$ cat src/design/apr_defs.svh
`ifndef APR_DEFS_SVH
`define APR_DEFS_SVH

// register addresses on the control bus
`define APR_ADDR_CHIPID  8'h00
`define APR_ADDR_PWR1    8'h01
`define APR_ADDR_PWR2    8'h02

// first power register field positions
`define APR_P1_SPK       12
`define APR_P1_HPL       9
`define APR_P1_HPR       8
`define APR_P1_OSC       3
`define APR_P1_DIV_HI    2
`define APR_P1_DIV_LO    1
`define APR_P1_BIAS      0

// second power register field positions
`define APR_P2_STAT      15
`define APR_P2_TSE       14
`define APR_P2_OPD       13
`define APR_P2_INA       7
`define APR_P2_INB       6

// writable bit masks and reset values
`define APR_P1_WMASK     16'h130F
`define APR_P2_WMASK     16'h60C0
`define APR_P1_RST       16'h0006
`define APR_P2_RST       16'h6000

`endif

$ cat src/design/apr_pkg.sv
package apr_pkg;
    // serial control port states
    typedef enum logic [2:0] {
        st_idle,
        st_rx,
        st_ackw,
        st_ack,
        st_tx,
        st_rack,
        st_nextb
    } apr_i2c_state_t;
endpackage // apr_pkg

$ cat src/design/apr_reg_if.sv
`timescale 1ns/1ps
interface apr_reg_if;
    logic        wr_en;  // one-cycle write strobe
    logic [7:0]  addr;   // register address, held between accesses
    logic [15:0] wdata;  // write word, valid with wr_en
    logic [15:0] rdata;  // registered read word for addr
    modport ctrl (output wr_en, output addr, output wdata, input rdata);
    modport regs (input wr_en, input addr, input wdata, output rdata);
endinterface // apr_reg_if

$ cat src/design/apr_top.sv
`timescale 1ns/1ps
`include "apr_defs.svh"
// Summary of operation
// - any write to word zero resets registers
// - reading word zero returns chip identification
// - speaker, left stage, oscillator enables reset off
// - bit 8 enables right headphone stage
// - divider select: off, normal, standby, fast
// - bit 0 enables bias generator
// - bit 15 reads overtemperature status
// - shutdown control disables outputs on overtemperature
// - sensor enable needed for thermal shutdown
// - bit 7 enables input one a amplifier
// - bit 6 enables input one b amplifier
module apr_top import apr_pkg::*; #(
    parameter logic [6:0]  DEV_ADDR = 7'h1A,    // bus slave address
    parameter logic [15:0] CHIP_ID  = 16'hC0DE  // identification word, value arbitrary
) (
    input  wire logic       sys_clk_in,
    input  wire logic       reset_n_in,
    input  wire logic       scl_in,
    input  wire logic       sda_in,
    output logic            sda_out_out,
    output logic            sda_oe_out,
    input  wire logic       overtemp_in,
    output logic            speaker_output_enable_out,
    output logic            left_phones_stage_enable_out,
    output logic            right_phones_stage_enable_out,
    output logic            internal_oscillator_enable_out,
    output logic [1:0]      reference_divider_select_out,
    output logic            bias_generator_enable_out,
    output logic            thermal_sensor_enable_out,
    output logic            input_one_a_amp_enable_out,
    output logic            input_one_b_amp_enable_out
);
    // the general call and reserved addresses cannot be served
    if (DEV_ADDR[6:3] == 4'h0 || DEV_ADDR[6:3] == 4'hF) begin : g_bad_addr
        $error("DEV_ADDR falls in a reserved range");
    end

    apr_reg_if      rif ();                       // link to the register bank
    logic           scl_meta, scl_s, scl_d;       // clock pin synchroniser and delay
    logic           sda_meta, sda_s, sda_d;       // data pin synchroniser and delay
    logic           scl_rise, scl_fall;           // clock edges
    logic           start_seen, stop_seen;        // bus conditions
    apr_i2c_state_t state, next_state;            // transfer state
    logic [3:0]     bit_cnt, next_bit_cnt;        // bit within the byte
    logic [7:0]     shreg, next_shreg;            // receive and transmit shifter
    logic [7:0]     rx_byte;                      // byte with the bit now sampled
    logic [1:0]     byte_idx, next_byte_idx;      // byte position within a write
    logic [7:0]     reg_addr, next_reg_addr;      // register pointer
    logic [7:0]     data_hi, next_data_hi;        // upper write byte
    logic [7:0]     rd_lo, next_rd_lo;            // lower read byte
    logic           is_read, next_is_read;        // direction bit of the address
    logic           sda_oe, next_sda_oe;          // pull data low
    logic           wr_en, next_wr_en;            // write strobe
    logic [15:0]    wdata, next_wdata;            // write word

    // pin synchronisers; the second stage and its delayed copy feed logic
    always_ff @(posedge sys_clk_in or negedge reset_n_in) begin
        if (!reset_n_in) begin
            scl_meta <= 1'b1;
            scl_s    <= 1'b1;
            scl_d    <= 1'b1;
            sda_meta <= 1'b1;
            sda_s    <= 1'b1;
            sda_d    <= 1'b1;
        end else begin
            scl_meta <= scl_in;
            scl_s    <= scl_meta;
            scl_d    <= scl_s;
            sda_meta <= sda_in;
            sda_s    <= sda_meta;
            sda_d    <= sda_s;
        end
    end

    // edge and condition detection
    assign scl_rise   = scl_s & ~scl_d;
    assign scl_fall   = ~scl_s & scl_d;
    assign start_seen = scl_s & scl_d & sda_d & ~sda_s;
    assign stop_seen  = scl_s & scl_d & ~sda_d & sda_s;

    // transfer state machine
    always_comb begin
        next_state    = state;
        next_bit_cnt  = bit_cnt;
        next_shreg    = shreg;
        next_byte_idx = byte_idx;
        next_reg_addr = reg_addr;
        next_data_hi  = data_hi;
        next_rd_lo    = rd_lo;
        next_is_read  = is_read;
        next_sda_oe   = sda_oe;
        next_wr_en    = 1'b0;
        next_wdata    = wdata;
        rx_byte       = {shreg[6:0], sda_s};
        if (start_seen) begin
            // start or repeated start, pointer kept
            next_state    = st_rx;
            next_bit_cnt  = 4'h0;
            next_byte_idx = 2'h0;
            next_sda_oe   = 1'b0;
        end else if (stop_seen) begin
            next_state  = st_idle;
            next_sda_oe = 1'b0;
        end else begin
            case (state)
                st_idle: begin
                    next_sda_oe = 1'b0;
                end
                st_rx: begin
                    if (scl_rise) begin
                        next_shreg   = rx_byte;
                        next_bit_cnt = bit_cnt + 4'h1;
                        if (bit_cnt == 4'h7) begin
                            next_state   = st_ackw;
                            next_bit_cnt = 4'h0;
                            case (byte_idx)
                                2'h0: begin
                                    // foreign address: stay off the bus
                                    if (rx_byte[7:1] == DEV_ADDR) begin
                                        next_is_read = rx_byte[0];
                                    end else begin
                                        next_state = st_idle;
                                    end
                                end
                                2'h1: begin
                                    next_reg_addr = rx_byte;
                                end
                                2'h2: begin
                                    next_data_hi = rx_byte;
                                end
                                default: begin
                                    // a write to word zero is the soft reset
                                    next_wr_en = 1'b1;
                                    next_wdata = {data_hi, rx_byte};
                                end
                            endcase
                        end
                    end
                end
                st_ackw: begin
                    if (scl_fall) begin
                        next_sda_oe = 1'b1;
                        next_state  = st_ack;
                    end
                end
                st_ack: begin
                    if (scl_fall) begin
                        if (byte_idx == 2'h0 && is_read) begin
                            // read word sampled once, upper byte first
                            next_shreg  = rif.rdata[15:8];
                            next_rd_lo  = rif.rdata[7:0];
                            next_sda_oe = ~rif.rdata[15];
                            next_state  = st_tx;
                        end else begin
                            next_sda_oe = 1'b0;
                            next_state  = st_rx;
                        end
                        // further data pairs rewrite the same register
                        next_byte_idx = (byte_idx == 2'h3) ? 2'h2 : byte_idx + 2'h1;
                    end
                end
                st_tx: begin
                    if (scl_fall) begin
                        next_bit_cnt = bit_cnt + 4'h1;
                        if (bit_cnt == 4'h7) begin
                            next_sda_oe  = 1'b0;
                            next_bit_cnt = 4'h0;
                            next_state   = st_rack;
                        end else begin
                            next_shreg  = {shreg[6:0], 1'b0};
                            next_sda_oe = ~shreg[6];
                        end
                    end
                end
                st_rack: begin
                    // master acknowledge asks for the lower byte
                    if (scl_rise) begin
                        next_state = sda_s ? st_idle : st_nextb;
                    end
                end
                st_nextb: begin
                    if (scl_fall) begin
                        next_shreg  = rd_lo;
                        next_sda_oe = ~rd_lo[7];
                        next_state  = st_tx;
                    end
                end
                default: begin
                    next_state = st_idle;
                end
            endcase
        end
    end

    // transfer state registers
    always_ff @(posedge sys_clk_in or negedge reset_n_in) begin
        if (!reset_n_in) begin
            state    <= st_idle;
            bit_cnt  <= 4'h0;
            shreg    <= 8'h00;
            byte_idx <= 2'h0;
            reg_addr <= 8'h00;
            data_hi  <= 8'h00;
            rd_lo    <= 8'h00;
            is_read  <= 1'b0;
            sda_oe   <= 1'b0;
            wr_en    <= 1'b0;
            wdata    <= 16'h0000;
        end else begin
            state    <= next_state;
            bit_cnt  <= next_bit_cnt;
            shreg    <= next_shreg;
            byte_idx <= next_byte_idx;
            reg_addr <= next_reg_addr;
            data_hi  <= next_data_hi;
            rd_lo    <= next_rd_lo;
            is_read  <= next_is_read;
            sda_oe   <= next_sda_oe;
            wr_en    <= next_wr_en;
            wdata    <= next_wdata;
        end
    end

    // open-drain data pin only ever pulls low
    assign sda_out_out = 1'b0;
    assign sda_oe_out  = sda_oe;
    assign rif.wr_en   = wr_en;
    assign rif.addr    = reg_addr;
    assign rif.wdata   = wdata;

    // register bank
    apr_regs #(
        .CHIP_ID (CHIP_ID)
    ) u_regs (
        .sys_clk_in                     (sys_clk_in),
        .reset_n_in                     (reset_n_in),
        .bus                            (rif),
        .overtemp_in                    (overtemp_in),
        .speaker_output_enable_out      (speaker_output_enable_out),
        .left_phones_stage_enable_out   (left_phones_stage_enable_out),
        .right_phones_stage_enable_out  (right_phones_stage_enable_out),
        .internal_oscillator_enable_out (internal_oscillator_enable_out),
        .reference_divider_select_out   (reference_divider_select_out),
        .bias_generator_enable_out      (bias_generator_enable_out),
        .thermal_sensor_enable_out      (thermal_sensor_enable_out),
        .input_one_a_amp_enable_out     (input_one_a_amp_enable_out),
        .input_one_b_amp_enable_out     (input_one_b_amp_enable_out)
    );
endmodule // apr_top

$ cat src/design/apr_regs.sv
`timescale 1ns/1ps
`include "apr_defs.svh"
module apr_regs import apr_pkg::*; #(
    parameter logic [15:0] CHIP_ID = 16'hC0DE  // identification word, value arbitrary
) (
    input  wire logic       sys_clk_in,
    input  wire logic       reset_n_in,
    apr_reg_if.regs         bus,
    input  wire logic       overtemp_in,
    output logic            speaker_output_enable_out,
    output logic            left_phones_stage_enable_out,
    output logic            right_phones_stage_enable_out,
    output logic            internal_oscillator_enable_out,
    output logic [1:0]      reference_divider_select_out,
    output logic            bias_generator_enable_out,
    output logic            thermal_sensor_enable_out,
    output logic            input_one_a_amp_enable_out,
    output logic            input_one_b_amp_enable_out
);
    logic [15:0] pwr1, next_pwr1;     // first power register
    logic [15:0] pwr2, next_pwr2;     // second power register, writable bits only
    logic [15:0] next_rdata;          // read word before its register
    logic        ot_meta, ot_sync;    // overtemp pin synchroniser
    logic        over, shut;          // sensed overtemp and output shutdown
    logic [8:0]  outs, next_outs;     // registered enables to the analogue side

    // read decode, unmapped words and bits read zero
    function automatic logic [15:0] apr_read(input logic [7:0] a, input logic [15:0] p1,
                                             input logic [15:0] p2, input logic st);
        logic [15:0] r;
        r = 16'h0000;
        if (a == `APR_ADDR_CHIPID) begin
            r = CHIP_ID;
        end else if (a == `APR_ADDR_PWR1) begin
            r = p1;
        end else if (a == `APR_ADDR_PWR2) begin
            r = p2;
            r[`APR_P2_STAT] = st;
        end
        return r;
    endfunction

    // next register state, outputs and read word
    always_comb begin
        next_pwr1 = pwr1;
        next_pwr2 = pwr2;
        if (bus.wr_en) begin
            if (bus.addr == `APR_ADDR_CHIPID) begin
                // any write word resets the control registers
                next_pwr1 = `APR_P1_RST;
                next_pwr2 = `APR_P2_RST;
            end else if (bus.addr == `APR_ADDR_PWR1) begin
                next_pwr1 = bus.wdata & `APR_P1_WMASK;
            end else if (bus.addr == `APR_ADDR_PWR2) begin
                next_pwr2 = bus.wdata & `APR_P2_WMASK;
            end
        end
        // status only while the sensor is on; shutdown also needs the control bit
        over = pwr2[`APR_P2_TSE] & ot_sync;
        shut = over & pwr2[`APR_P2_OPD];
        next_rdata = apr_read(bus.addr, pwr1, pwr2, over);
        next_outs[0] = pwr1[`APR_P1_SPK] & ~shut;
        next_outs[1] = pwr1[`APR_P1_HPL] & ~shut;
        next_outs[2] = pwr1[`APR_P1_HPR] & ~shut;
        next_outs[3] = pwr1[`APR_P1_OSC];
        next_outs[5:4] = pwr1[`APR_P1_DIV_HI:`APR_P1_DIV_LO];
        next_outs[6] = pwr1[`APR_P1_BIAS];
        next_outs[7] = pwr2[`APR_P2_INA];
        next_outs[8] = pwr2[`APR_P2_INB];
    end

    // register stage
    always_ff @(posedge sys_clk_in or negedge reset_n_in) begin
        if (!reset_n_in) begin
            pwr1      <= `APR_P1_RST;
            pwr2      <= `APR_P2_RST;
            bus.rdata <= 16'h0000;
            outs      <= 9'h030;
            ot_meta   <= 1'b0;
            ot_sync   <= 1'b0;
        end else begin
            pwr1      <= next_pwr1;
            pwr2      <= next_pwr2;
            bus.rdata <= next_rdata;
            outs      <= next_outs;
            ot_meta   <= overtemp_in;
            ot_sync   <= ot_meta;
        end
    end

    assign speaker_output_enable_out      = outs[0];
    assign left_phones_stage_enable_out   = outs[1];
    assign right_phones_stage_enable_out  = outs[2];
    assign internal_oscillator_enable_out = outs[3];
    assign reference_divider_select_out   = outs[5:4];
    assign bias_generator_enable_out      = outs[6];
    assign input_one_a_amp_enable_out     = outs[7];
    assign input_one_b_amp_enable_out     = outs[8];
    assign thermal_sensor_enable_out      = pwr2[`APR_P2_TSE];
endmodule // apr_regs

$ cat config.mk
export PLATFORM = sky130hd
export DESIGN_NAME = apr_top
export DESIGN_NICKNAME = d
export VERILOG_FILES = /design/src/design/apr_pkg.sv /design/src/design/apr_reg_if.sv /design/src/design/apr_top.sv /design/src/design/apr_regs.sv
export VERILOG_INCLUDE_DIRS = /design/src /design/src/design
export SDC_FILE = /design/constraint.sdc
export NUM_CORES = 1
export LEC_CHECK = 0
export BUFFER_PORTS_ARGS = -buffer_cell sky130_fd_sc_hd__buf_4
export CAP_MARGIN = 20
export CORE_UTILIZATION = 45
export CTS_CLUSTER_SIZE = 24
export DETAILED_ROUTE_END_ITERATION = 10
export SLEW_MARGIN = 20
export SYNTH_ARGS = -nofsm -noshare
export SYNTH_HDL_FRONTEND = slang
export SYNTH_SLANG_ARGS = --single-unit
export TNS_END_PERCENT = 50
$ cat constraint.sdc
create_clock -name sys_clk_in -period 2.7 [get_ports sys_clk_in]
set_clock_uncertainty 0.2 [all_clocks]
set_input_delay 0.54 -clock sys_clk_in [delete_from_list [all_inputs] [get_ports sys_clk_in]]
set_output_delay 0.54 -clock sys_clk_in [all_outputs]
set_load 0.005 [all_outputs]
**Word level (Yosys, flattened, before mapping)**

Index checks and enable logic that the tools add are counted.

- $add $sub $neg: 2
- Multipliers: 0
- Div/mod/pow operators: 0
- Order comparisons: 0
- Equal/unequal tests: 32
- Shift-type cells: 0
- Muxes and demuxes: 56
- Bitwise operators: 23
- Reduce and logical (&&, ||, !) cells: 24

Operators with widths:

| operator | number |
|---|---|
| $mux 16 | 5 |
| $mux 15 | 3 |
| $mux 7 | 6 |
| $mux 3 | 12 |
| $ne 4x4->1 const B | 8 |
| $pmux 7 s4 | 1 |
| $pmux 3 s7 | 1 |
| $mux 4 | 5 |
| $reduce_and 6->1 | 3 |
| $reduce_and 9->1 | 2 |
| $mux 1 | 14 |
| $mux 2 | 7 |
| $ne 2x2->1 const B | 7 |
| $and 1x1->1 | 12 |
| $not 1->1 | 11 |
| $reduce_and 5->1 | 2 |
| $eq 3x3->1 const B | 3 |
| $ne 3x3->1 const B | 3 |
| $eq 8x1->1 const B | 1 |
| $eq 8x2->1 const B | 1 |
| $logic_not 8->1 | 1 |
| $pmux 4 s2 | 1 |
| $reduce_bool 2->1 | 4 |
| $eq 7x5->1 const B | 1 |
| 20 further kinds | 23 |

- Register bits after elaboration: 121
- Latch bits: 0
- RAM bits: 0
- ROM bits: 0
- Input port bits: 5
- Output and inout bits: 12
- Logic and storage cells: 160
- Memories: 0

**Logic depth before layout (Yosys ltp)**

Gate-level depths: netlist of run 1.

- Word-level depth: 8
- Mapped depth: 6
- Gate-level depth less buffers: 5

**Hierarchy**

Synthesis of run 1 repeated with hierarchy kept, for this count alone.

- Cells, all modules: 371
- Area, all modules: 4,439.3 sq um

Modules (own cells, without submodules):

| module | instances | cells an instance | area an instance (sq um) | seq. area each (sq um) |
|---|---|---|---|---|
| apr_top | 1 | 269 | 3,139.3 | 1,634.1 |
| apr_regs | 1 | 102 | 1,300.0 | 883.3 |

**Least setup slack after synthesis of run 1**

Ideal clock, no wire load.

- Kind: reg2reg
- From: register bit_cnt[0]
- To: register shreg[0]
- Setup time: 0.125 ns
- Arrival: 1.831 ns
- Required time: 2.375 ns
- Slack: 0.544 ns
- Stages on the path, launching flop included: 6
- Buffers on the path: 0
- Period minus slack after synthesis: 2.156 ns
- Cell sequence: dfrtp_1 > ha_1 > nor4bb_1 > o21a_1 > nor4_4 > mux2_4

- Cells in the longest elaborated chain, start to end: 3

Ends and longest elaborated chain:

| element | RTL line | text |
|---|---|---|
| start: declaration | apr_top.sv:47 | `logic [3:0] bit_cnt, next_bit_cnt;` |
| start signal: assignment | apr_top.sv:214 | `bit_cnt <= next_bit_cnt;` |
| $eq 4x3->1 | apr_top.sv:168 | `if (bit_cnt == 4'h7) begin` |
| $ne 2x2->1 (no line) | -- |  |
| $reduce_and 9->1 (no line) | -- |  |
| end signal: assignment | apr_top.sv:215 | `shreg <= next_shreg;` |
| end: declaration | apr_top.sv:48 | `logic [7:0] shreg, next_shreg;` |

Every way passes these cells.
A chain may end at the register's enable or synchronous reset.

**Final worst setup path of run 1**

- From: register state[2]
- To: register wdata[3], in the netlist rif.wdata[3]

- Cells in the longest elaborated chain, start to end: 2

Ends and longest elaborated chain:

| element | RTL line | text |
|---|---|---|
| start: declaration | apr_top.sv:46 | `apr_i2c_state_t state, next_state;` |
| start signal: assignment | apr_top.sv:201 | `state <= st_idle;` |
| start signal: assignment | apr_top.sv:213 | `state <= next_state;` |
| $eq 3x1->1 | apr_top.sv:108 | `case (state)` |
| $reduce_and 6->1 (no line) | -- |  |
| end signal: assignment | apr_top.sv:223 | `wdata <= next_wdata;` |
| end: declaration | apr_top.sv:57 | `logic [15:0] wdata, next_wdata;` |

Every way passes these cells.

==> results of run 1 <==
registers in the layout, indices dropped and copies added, names as in the netlist, 2 cells and up:
name              count
bit_cnt               4
byte_idx              2
data_hi               5
u_regs.bus.rdata     13
rif.wdata            11
u_regs.outs           9
rd_lo                 7
reg_addr              8
u_regs.pwr2           4
state                 3
shreg                 7
u_regs.pwr1           7
cell type report:
cell class / count / area share, %
Tap cell: 105 / 2.97
Inverter: 9 / 0.765
Sequential cell: 91 / 51.9
Clock inverter: 6 / 2.01
Clock buffer: 10 / 2.89
Timing Repair Buffer: 25 / 4.59
Multi-Input combinational cell: 216 / 34.9
layout by cell type (no fill, tap or decap), types with 2 or more instances in the layout:
cell / n
dfrtp_1: 79
mux2_2: 32
nand2_1: 29
buf_4: 23
nor2_1: 18
a21oi_1: 18
o21ai_0: 14
and3_1: 13
dfstp_2: 12
clkbuf_8: 9
nand3_1: 8
inv_1: 7
mux2_4: 7
o221ai_1: 6
mux2i_1: 5
and2_1: 4
nor2b_1: 4
nand2b_1: 4
nand4_1: 4
and3b_1: 3
nor3b_1: 3
a211oi_1: 3
o22ai_1: 3
nor4_1: 2
or2_2: 2
nand4bb_1: 2
nand3b_1: 2
nor3_1: 2
nor4bb_1: 2
clkinv_1: 2
a221oi_1: 2
o221a_2: 2
a31oi_1: 2
o2bb2ai_1: 2
clkinvlp_4: 2
bufinv_16: 2
layer usage:
layer	global-route usage, %	wire length (µm)	up-vias
li1	-	-	1231
met1	27.8	3790	1275
met2	29.8	3800	42
met3	5.29	286	10
met4	5.97	84	0
met5	0	0	-
cells by family after synthesis:
logic type               after synthesis
adder cells (fa/ha/maj)                1
other                                  1
flip-flops                            91
AND/OR/NAND/NOR                      109
buffers and inverters                 27
multiplexers                          44
XOR/XNOR                               2
AO/OA/AOI/OAI                         59
metrics by stage:
| step | total power, mW | cell area [µm²] |
|---|---|---|
| after floorplan | 1.99 | 3950 |
| after global placement | 2.18 | 4190 |
| after detailed placement | 2.19 | 4190 |
| after CTS | 3.19 | 4420 |
| after global routing | 3.33 | 4420 |
| final | 3.17 | 4420 |
worst min path at each step:
stage | to | from | cells past startpoint | slack (ns)
2_1_floorplan | bit_cnt[0] | reset_n_in | 0 | 0.04
3_3_place_gp | u_regs.ot_sync | u_regs.ot_meta | 0 | 0.13
6_report | scl_meta | scl_in | 1 | 0.08
5_1_grt | scl_meta | scl_in | 1 | 0.06
4_1_cts | scl_meta | scl_in | 1 | 0.07
3_5_place_dp | u_regs.ot_sync | u_regs.ot_meta | 0 | 0.14
power by group:
group	internal, mW	total (mW)	switching (mW)
combinational	0.282	0.510	0.228
sequential	1.46	1.66	0.200
clock	0.523	0.996	0.473
total	2.26	3.17	0.901
worst register-to-register path, stage by stage, from the launching register on:
cell and delay, ns:
dfrtp_1 0.60, nor3b_1 0.41, and3_1 0.30, nand3_1 0.22
buf_4 0.25, mux2_2 0.27
==> impl_metrics.env, run 1 <==
export IMPL_clkLatencyLatePin_ns=0.35
export IMPL_cts_tree="built"
export IMPL_dp_hpwl_um=5530
export IMPL_setup_viol=0
export IMPL_dieHeight_um=95.7
export IMPL_rsz0062_at_grt="false"
export IMPL_synth_nets=340
export IMPL_cts_num_sinks=91
export IMPL_grt_pass1_wl_um=13300
export IMPL_multi_input_area_um2=1540
export IMPL_period_share_pct=87.8
export IMPL_syn_area_per_cell_um2=11.8
export IMPL_via_per_inst=5.54
export IMPL_reg2reg_from="state[2]"
export IMPL_io_pins=17
export IMPL_core_um2=8340
export IMPL_diodes=0
export IMPL_wire_per_inst_um=17.2
export IMPL_drc=0
export IMPL_synth_top_family_by_area="simple AND/OR/NAND/NOR gates"
export IMPL_synthFlopType="dfrtp_1"
export IMPL_critPathSlowestCell="dfrtp_1"
export IMPL_vdd_drop_max_v=0.000334
export IMPL_async_reset_ff_share_pct=100
export IMPL_yosysMostFrequentCell="dfrtp_1"
export IMPL_io_buffers=15
export IMPL_hold_violations=0
export IMPL_wirelength_um=7960
export IMPL_cp_data_required_time_ns=2.74
export IMPL_hold_buffers=1
export IMPL_cts_made_buffers=9
export IMPL_cts_root_buf="clkbuf_8"
export IMPL_nFillCells=716
export IMPL_grt_use_total_pct=19.7
export IMPL_clkTransAtPathRegs_ns=0.09
export IMPL_vias=2558
export IMPL_synth_edf_count=0
export IMPL_synthSimpleGateAreaFrac_pct=15.5
export IMPL_finalHoldWorstSlack_ns=0.0845
export IMPL_fin_util_pct=53.0
export IMPL_critPathBufInv=1
export IMPL_yosys_area_top_type="dfrtp_1"
export IMPL_critPathArrivalTime_ns=2.41
export IMPL_fin_crit_ns=2.37
export IMPL_ff2ff_setup_slack_ns=0.33
export IMPL_grt_start_max_net_pins=55
export IMPL_clk_path_buf_depth=2
export IMPL_cp_endpoint="rif.wdata[3]"
export IMPL_synth_fa_ha_area_share_pct=0.317
export IMPL_hold_class="primary input to flip-flop"
export IMPL_htree_levels=3
export IMPL_synth_compound_area_share_pct=9.66
export IMPL_max_stage_delay_ns=0.60
export IMPL_num_rows=33
export IMPL_worst_slack_ns=0.329
export IMPL_grt_pass1_vias=2576
export IMPL_fin_tns_setup_ns=0
export IMPL_synthDistinctLibCells=54
export IMPL_path_depth=5
export IMPL_initial_core_util_pct=47.4
export IMPL_r2r_cells=5
export IMPL_final_nets=358
export IMPL_preCtsSetupSlack_ns=0.361
export IMPL_r2r_end="rif.wdata[3]"
export IMPL_startpoint="state[2]"
export IMPL_synth_top_area_share_pct=50.0
export IMPL_die_w_um=95.7
export IMPL_powerDensity_nw_per_um2=717
export IMPL_initialDrtViolationCount=154
export IMPL_synth_xor_area_share_pct=0.443
export IMPL_synthTopCellsByArea="dfrtp_1 (50%), mux2_2 (9.1%), dfstp_2 (8.0%)"
export IMPL_status="finished clean"
export IMPL_yosysSeqAreaShare_pct=58.0
export IMPL_placed_cells=445
export IMPL_tightest_slew_ns=0.619
export IMPL_synth_common_cells="dfrtp_1 (79), mux2_2 (32), nand2_1 (29)"
export IMPL_regArea_um2=2290
export IMPL_first_pass_iters=4
export IMPL_die_area_um2=9160
export IMPL_synth_mux_area_share_pct=13.1
export IMPL_drive_gt1_share_pct=27.5
export IMPL_cts_resized=0
export IMPL_ant_nets=0
export IMPL_post_cts_buffers=0
export IMPL_critPathMaxFanout=19
export IMPL_relSlewSlack_pct=58.4
export IMPL_crit_chain="nor3b_1 -> and3_1 -> nand3_1 -> buf_4 -> mux2_2"
export IMPL_syn_inst=334
export IMPL_antenna_found_initial=0
export IMPL_place_congestion=0.909
export IMPL_synth_seq_cells=91
export IMPL_cellLeakagePower_nw=2.02
export IMPL_stdcell_count=462
export IMPL_slew_viol_final=0
export IMPL_yosys_warnings=0
export IMPL_fmax_ghz=0.422
export IMPL_area_growth_pct=11.8
export IMPL_crit_type="flip-flop to flip-flop"
export IMPL_start_kind="flip-flop"
export IMPL_gr_total_overflow=0
export IMPL_syn_area_um2=3950
export IMPL_max_cap_violations=0
export IMPL_cp_top_family="simple AND/OR/NAND/NOR gates"
export IMPL_cp_end_kind="flip-flop"
Note: power is estimated with default switching activity, not from simulation.
==> run 2: changes to the inputs <==
--- a/config.mk
+++ b/config.mk
@@ -11,6 +11,7 @@
 export CORE_UTILIZATION = 45
 export CTS_CLUSTER_SIZE = 24
 export DETAILED_ROUTE_END_ITERATION = 10
+export PLACE_DENSITY_LB_ADDON = 0.08
 export SLEW_MARGIN = 20
 export SYNTH_ARGS = -nofsm -noshare
 export SYNTH_HDL_FRONTEND = slang
==> impl_metrics.env, run 2 (synthesis results as in run 1) <==
export IMPL_status="finished clean"
export IMPL_regArea_um2=2290
export IMPL_ant_nets=0
export IMPL_multi_input_area_um2=1540
export IMPL_final_common_cell="dfrtp_1"
export IMPL_powerDensity_nw_per_um2=710
export IMPL_fin_tns_setup_ns=0
export IMPL_core_um2=8340
export IMPL_vias=2605
export IMPL_dp_hpwl_um=5620
export IMPL_critPathMaxFanout=12
export IMPL_cp_end_kind="flip-flop"
export IMPL_area_growth_pct=11.8
export IMPL_io_pins=17
export IMPL_nFillCells=734
export IMPL_placed_cells=445
export IMPL_dieHeight_um=95.7
export IMPL_grt_pass1_wl_um=13500
export IMPL_drc=0
export IMPL_num_rows=33
export IMPL_cts_made_buffers=9
export IMPL_ff2ff_setup_slack_ns=0.23
export IMPL_first_pass_iters=4
export IMPL_post_cts_buffers=0
export IMPL_start_kind="flip-flop"
export IMPL_total_power_mw=3.13
export IMPL_reg2reg_from="scl_s"
export IMPL_drive_gt1_share_pct=27.5
export IMPL_initialDrtViolationCount=168
export IMPL_diodes=0
export IMPL_clk_path_buf_depth=2
export IMPL_largest_reg_flops=13
export IMPL_antenna_found_initial=0
export IMPL_cts_root_buf="clkbuf_8"
export IMPL_layout_common_cells="dfrtp_1 (79), mux2_2 (32), nand2_1 (29)"
export IMPL_rsz0062_at_grt="false"
export IMPL_r2r_end="rif.wdata[12]"
export IMPL_grt_use_total_pct=20.2
export IMPL_grt_start_max_net_pins=51
export IMPL_initial_core_util_pct=47.4
export IMPL_cp_data_required_time_ns=2.74
export IMPL_vdd_drop_max_v=0.000262
export IMPL_hold_class="primary input to flip-flop"
export IMPL_final_nets=358
export IMPL_regMostFlops="u_regs.bus.rdata"
export IMPL_clkTransAtPathRegs_ns=0.09
export IMPL_period_share_pct=91.3
export IMPL_stdcell_count=462
export IMPL_die_w_um=95.7
export IMPL_die_area_um2=9160
export IMPL_cts_num_sinks=91
export IMPL_fin_crit_ns=2.47
export IMPL_largestRegisters="u_regs.bus.rdata: 13 flops, rif.wdata: 11 flops, u_regs.outs: 9 flops"
export IMPL_clkLatencyLatePin_ns=0.35
export IMPL_max_stage_delay_ns=0.65
export IMPL_via_per_inst=5.64
export IMPL_grt_pass1_vias=2493
export IMPL_gr_total_overflow=0
export IMPL_r2r_cells=4
export IMPL_wire_per_inst_um=17.8
export IMPL_setup_viol=0
export IMPL_slew_viol_final=0
export IMPL_fmax_ghz=0.406
export IMPL_critPathSlowestCell="dfstp_2"
export IMPL_hold_violations=0
export IMPL_cts_resized=0
export IMPL_startpoint="scl_s"
export IMPL_crit_chain="nor2b_1 -> and3_1 -> nand3_1 -> mux2_2"
export IMPL_finalHoldWorstSlack_ns=0.0908
export IMPL_relSlewSlack_pct=52.1
export IMPL_crit_type="flip-flop to flip-flop"
export IMPL_place_congestion=0.852
export IMPL_cp_endpoint="rif.wdata[12]"
export IMPL_cellLeakagePower_nw=2.02
export IMPL_io_buffers=15
export IMPL_tightest_slew_ns=0.713
export IMPL_cts_tree="built"
export IMPL_max_cap_violations=0
export IMPL_fin_util_pct=52.9
export IMPL_htree_levels=3
export IMPL_wirelength_um=8230
export IMPL_critPathArrivalTime_ns=2.50
==> run 2: cell types whose count changed in the layout (fill, tap and decap cells not counted) <==
cell,delta
bufinv_16,-1
inv_6,-1
clkinv_2,-1
inv_8,+1
clkinv_4,+1
clkinvlp_4,-1
clkbuf_8,+2
==> run 2: power by group <==
part	switching, mW	internal [mW]
Clock	0.474	0.487
Combinational	0.232	0.279
Sequential	0.202	1.46
Total	0.909	2.23
==> run 2: how the worst min path moves through the flow <==
stage                   startpoint             end  slack [ns]  cells past startpoint
floorplan               reset_n_in      bit_cnt[0]        0.04                      0
detailed placement  u_regs.ot_meta  u_regs.ot_sync        0.14                      0
global route           overtemp_in  u_regs.ot_meta        0.06                      1
CTS                    overtemp_in  u_regs.ot_meta        0.07                      1
finish                      sda_in        sda_meta        0.09                      1
global placement    u_regs.ot_meta  u_regs.ot_sync        0.14                      0
==> run 2: routing by layer <==
layer / wire [µm] / GRT usage, % / vias up
li1: - / - / 1226
met1: 4130 / 30.5 / 1300
met2: 3540 / 28.8 / 67
met3: 422 / 4.03 / 12
met4: 135 / 7.46 / 0
met5: 0 / 0 / -
==> run 2: what timing repair did <==
item | 4_1_cts | 5_1_grt
hold buffers | 1 | 0
setup endpoints to repair | 0 | 0
endpoints found under the hold margin | 35 | 0
==> run 2: stage by stage <==
| stage | instance area, µm² | setup WS [ns] |
|---|---|---|
| final | 4410 | 0.234 |
| after global routing | 4410 | 0.122 |
| after CTS | 4410 | 0.257 |
| after detailed placement | 4190 | 0.279 |
| after global placement | 4190 | 0.291 |
| after floorplan | 3950 | 0.544 |
==> run 2: critical path, delay by kind of cell, from the launching register on <==
| family | cells | cell delay [ns] |
|---|---|---|
| multiplexers | 1 | 0.45 |
| flip-flops | 1 | 0.65 |
| AND/OR/NAND/NOR | 3 | 1.04 |
==> run 2: final cells by class <==
cell class / count / share of cell area (%)
Multi-Input combinational cell: 216 / 34.9
Inverter: 9 / 0.765
Sequential cell: 91 / 51.9
Timing Repair Buffer: 25 / 4.59
Tap cell: 105 / 2.98
Clock inverter: 4 / 1.30
Clock buffer: 12 / 3.51
==> run 3: changes to the inputs <==
==> constraint.sdc (replaced) <==
create_clock -name sys_clk_in -period 2.7 [get_ports sys_clk_in]
set_clock_uncertainty 0.2 [all_clocks]
set_input_delay 0.27 -clock sys_clk_in [delete_from_list [all_inputs] [get_ports sys_clk_in]]
set_output_delay 0.27 -clock sys_clk_in [all_outputs]
set_load 0.005 [all_outputs]
==> impl_metrics.env, run 3 (synthesis results as in run 1) <==
export IMPL_status="finished clean"
export IMPL_min_from="sda_meta"
export IMPL_fin_crit_ns=2.48
export IMPL_io_pins=17
export IMPL_diodes=0
export IMPL_cts_made_buffers=9
export IMPL_post_cts_buffers=0
export IMPL_clk_path_buf_depth=2
export IMPL_die_w_um=95.7
export IMPL_drive_gt1_share_pct=27.5
export IMPL_area_growth_pct=12.2
export IMPL_initial_core_util_pct=47.4
export IMPL_core_um2=8340
export IMPL_place_area_um2=4190
export IMPL_io_buffers=15
export IMPL_gr_total_overflow=0
export IMPL_holdPathEnd="sda_s"
export IMPL_hold_violations=0
export IMPL_max_cap_violations=0
export IMPL_dp_hpwl_um=5720
export IMPL_cts_tree="built"
export IMPL_finalHoldWorstSlack_ns=0.160
export IMPL_final_common_cell="dfrtp_1"
export IMPL_drc=0
export IMPL_via_per_inst=5.58
export IMPL_startpoint="state[2]"
export IMPL_first_pass_iters=5
export IMPL_wirelength_um=8480
export IMPL_powerDensity_nw_per_um2=705
export IMPL_regArea_um2=2290
export IMPL_max_stage_delay_ns=0.55
export IMPL_critPathMaxFanout=15
export IMPL_cp_data_required_time_ns=2.75
export IMPL_regMostFlops="u_regs.bus.rdata"
export IMPL_crit_chain="nor3b_1 -> and3_1 -> nand3_1 -> mux2_2"
export IMPL_multi_input_area_um2=1540
export IMPL_hold_class="flip-flop to flip-flop"
export IMPL_layout_common_cells="dfrtp_1 (79), mux2_2 (32), nand2_1 (29)"
export IMPL_htree_levels=3
export IMPL_crit_type="flip-flop to flip-flop"
export IMPL_reg2reg_from="state[2]"
export IMPL_r2r_end="rif.wdata[12]"
export IMPL_rsz0062_at_grt="false"
export IMPL_dieHeight_um=95.7
export IMPL_nFillCells=759
export IMPL_grt_pass1_wl_um=13900
export IMPL_fmax_ghz=0.403
export IMPL_die_area_um2=9160
export IMPL_largestRegisters="u_regs.bus.rdata: 13 flops, rif.wdata: 11 flops, u_regs.outs: 9 flops"
export IMPL_antenna_found_initial=0
export IMPL_start_kind="flip-flop"
export IMPL_cts_resized=0
export IMPL_vias=2596
export IMPL_final_nets=361
export IMPL_cellLeakagePower_nw=2.04
export IMPL_tightest_slew_ns=0.677
export IMPL_largest_reg_flops=13
export IMPL_final_cell_area_um2=4430
export IMPL_place_congestion=0.808
export IMPL_relSlewSlack_pct=54.6
export IMPL_grt_start_max_net_pins=50
export IMPL_ff2ff_setup_slack_ns=0.22
export IMPL_initialDrtViolationCount=131
export IMPL_clkLatencyLatePin_ns=0.37
export IMPL_cp_end_kind="flip-flop"
export IMPL_wire_per_inst_um=18.2
export IMPL_clkTransAtPathRegs_ns=0.09
export IMPL_setup_viol=0
export IMPL_num_rows=33
export IMPL_critPathSlowestCell="dfrtp_1"
export IMPL_slew_viol_final=0
export IMPL_fin_tns_setup_ns=0
export IMPL_fin_util_pct=53.2
export IMPL_grt_pass1_vias=2526
export IMPL_cts_num_sinks=91
export IMPL_grt_use_total_pct=20.9
export IMPL_period_share_pct=91.8
export IMPL_r2r_cells=4
export IMPL_critPathArrivalTime_ns=2.53
export IMPL_hold_buffers=4
export IMPL_cts_root_buf="clkbuf_8"
export IMPL_ant_nets=0
export IMPL_vdd_drop_max_v=0.000303
export IMPL_hold_depth=0
run 3: cell types whose count changed in the layout (fill, tap and decap cells not counted), sizes merged:
| cell | delta |
|---|---|
| clkbuf | -3 |
| dlygate4sd3 | +3 |
| clkinv | +4 |
| clkinvlp | -1 |
run 3: critical path, delay by kind of cell (launching register included):
kind	cells	cell delay [ns]
mux	1	0.46
flops	1	0.55
simple gates	3	1.16
run 3: where the power goes:
group	total, mW	internal (mW)	switching [mW]	leakage, nW
clock network	0.949	0.436	0.513	0.105
registers	1.66	1.46	0.197	1.16
logic	0.520	0.282	0.238	0.767
total	3.13	2.18	0.947	2.04
run 3: per-layer routing:
layer / global-route usage (%) / routed length (µm)
met5: 0 / 0
met3: 4.03 / 219
met1: 30.3 / 4270
met2: 31.5 / 3880
met4: 7.09 / 110
run 3: worst max path at each step:
stage	endpoint	slack (ns)
2_1_floorplan	shreg[0]	0.54
3_3_place_gp	shreg[2]	0.29
3_5_place_dp	rif.wdata[2]	0.24
4_1_cts	rif.wdata[12]	0.22
5_1_grt	rif.wdata[2]	0.03
6_report	rif.wdata[12]	0.22
run 3: layout make-up:
cell class / instances / area share, %
Clock buffer: 9 / 2.79
Timing Repair Buffer: 28 / 5.25
Clock inverter: 7 / 1.75
Tap cell: 105 / 2.96
Sequential cell: 91 / 51.7
Inverter: 9 / 0.762
Multi-Input combinational cell: 216 / 34.8
run 3: metrics by stage:
| step | instances | power, mW | worst slack [ns] |
|---|---|---|---|
| 6_report | 465 | 3.13 | 0.220 |
| 5_1_grt | 465 | 3.28 | 0.0256 |
| 4_1_cts | 465 | 3.15 | 0.216 |
| 3_5_place_dp | 445 | 2.20 | 0.239 |
| 3_3_place_gp | 445 | 2.19 | 0.292 |
| 2_1_floorplan | 334 | 1.99 | 0.544 |
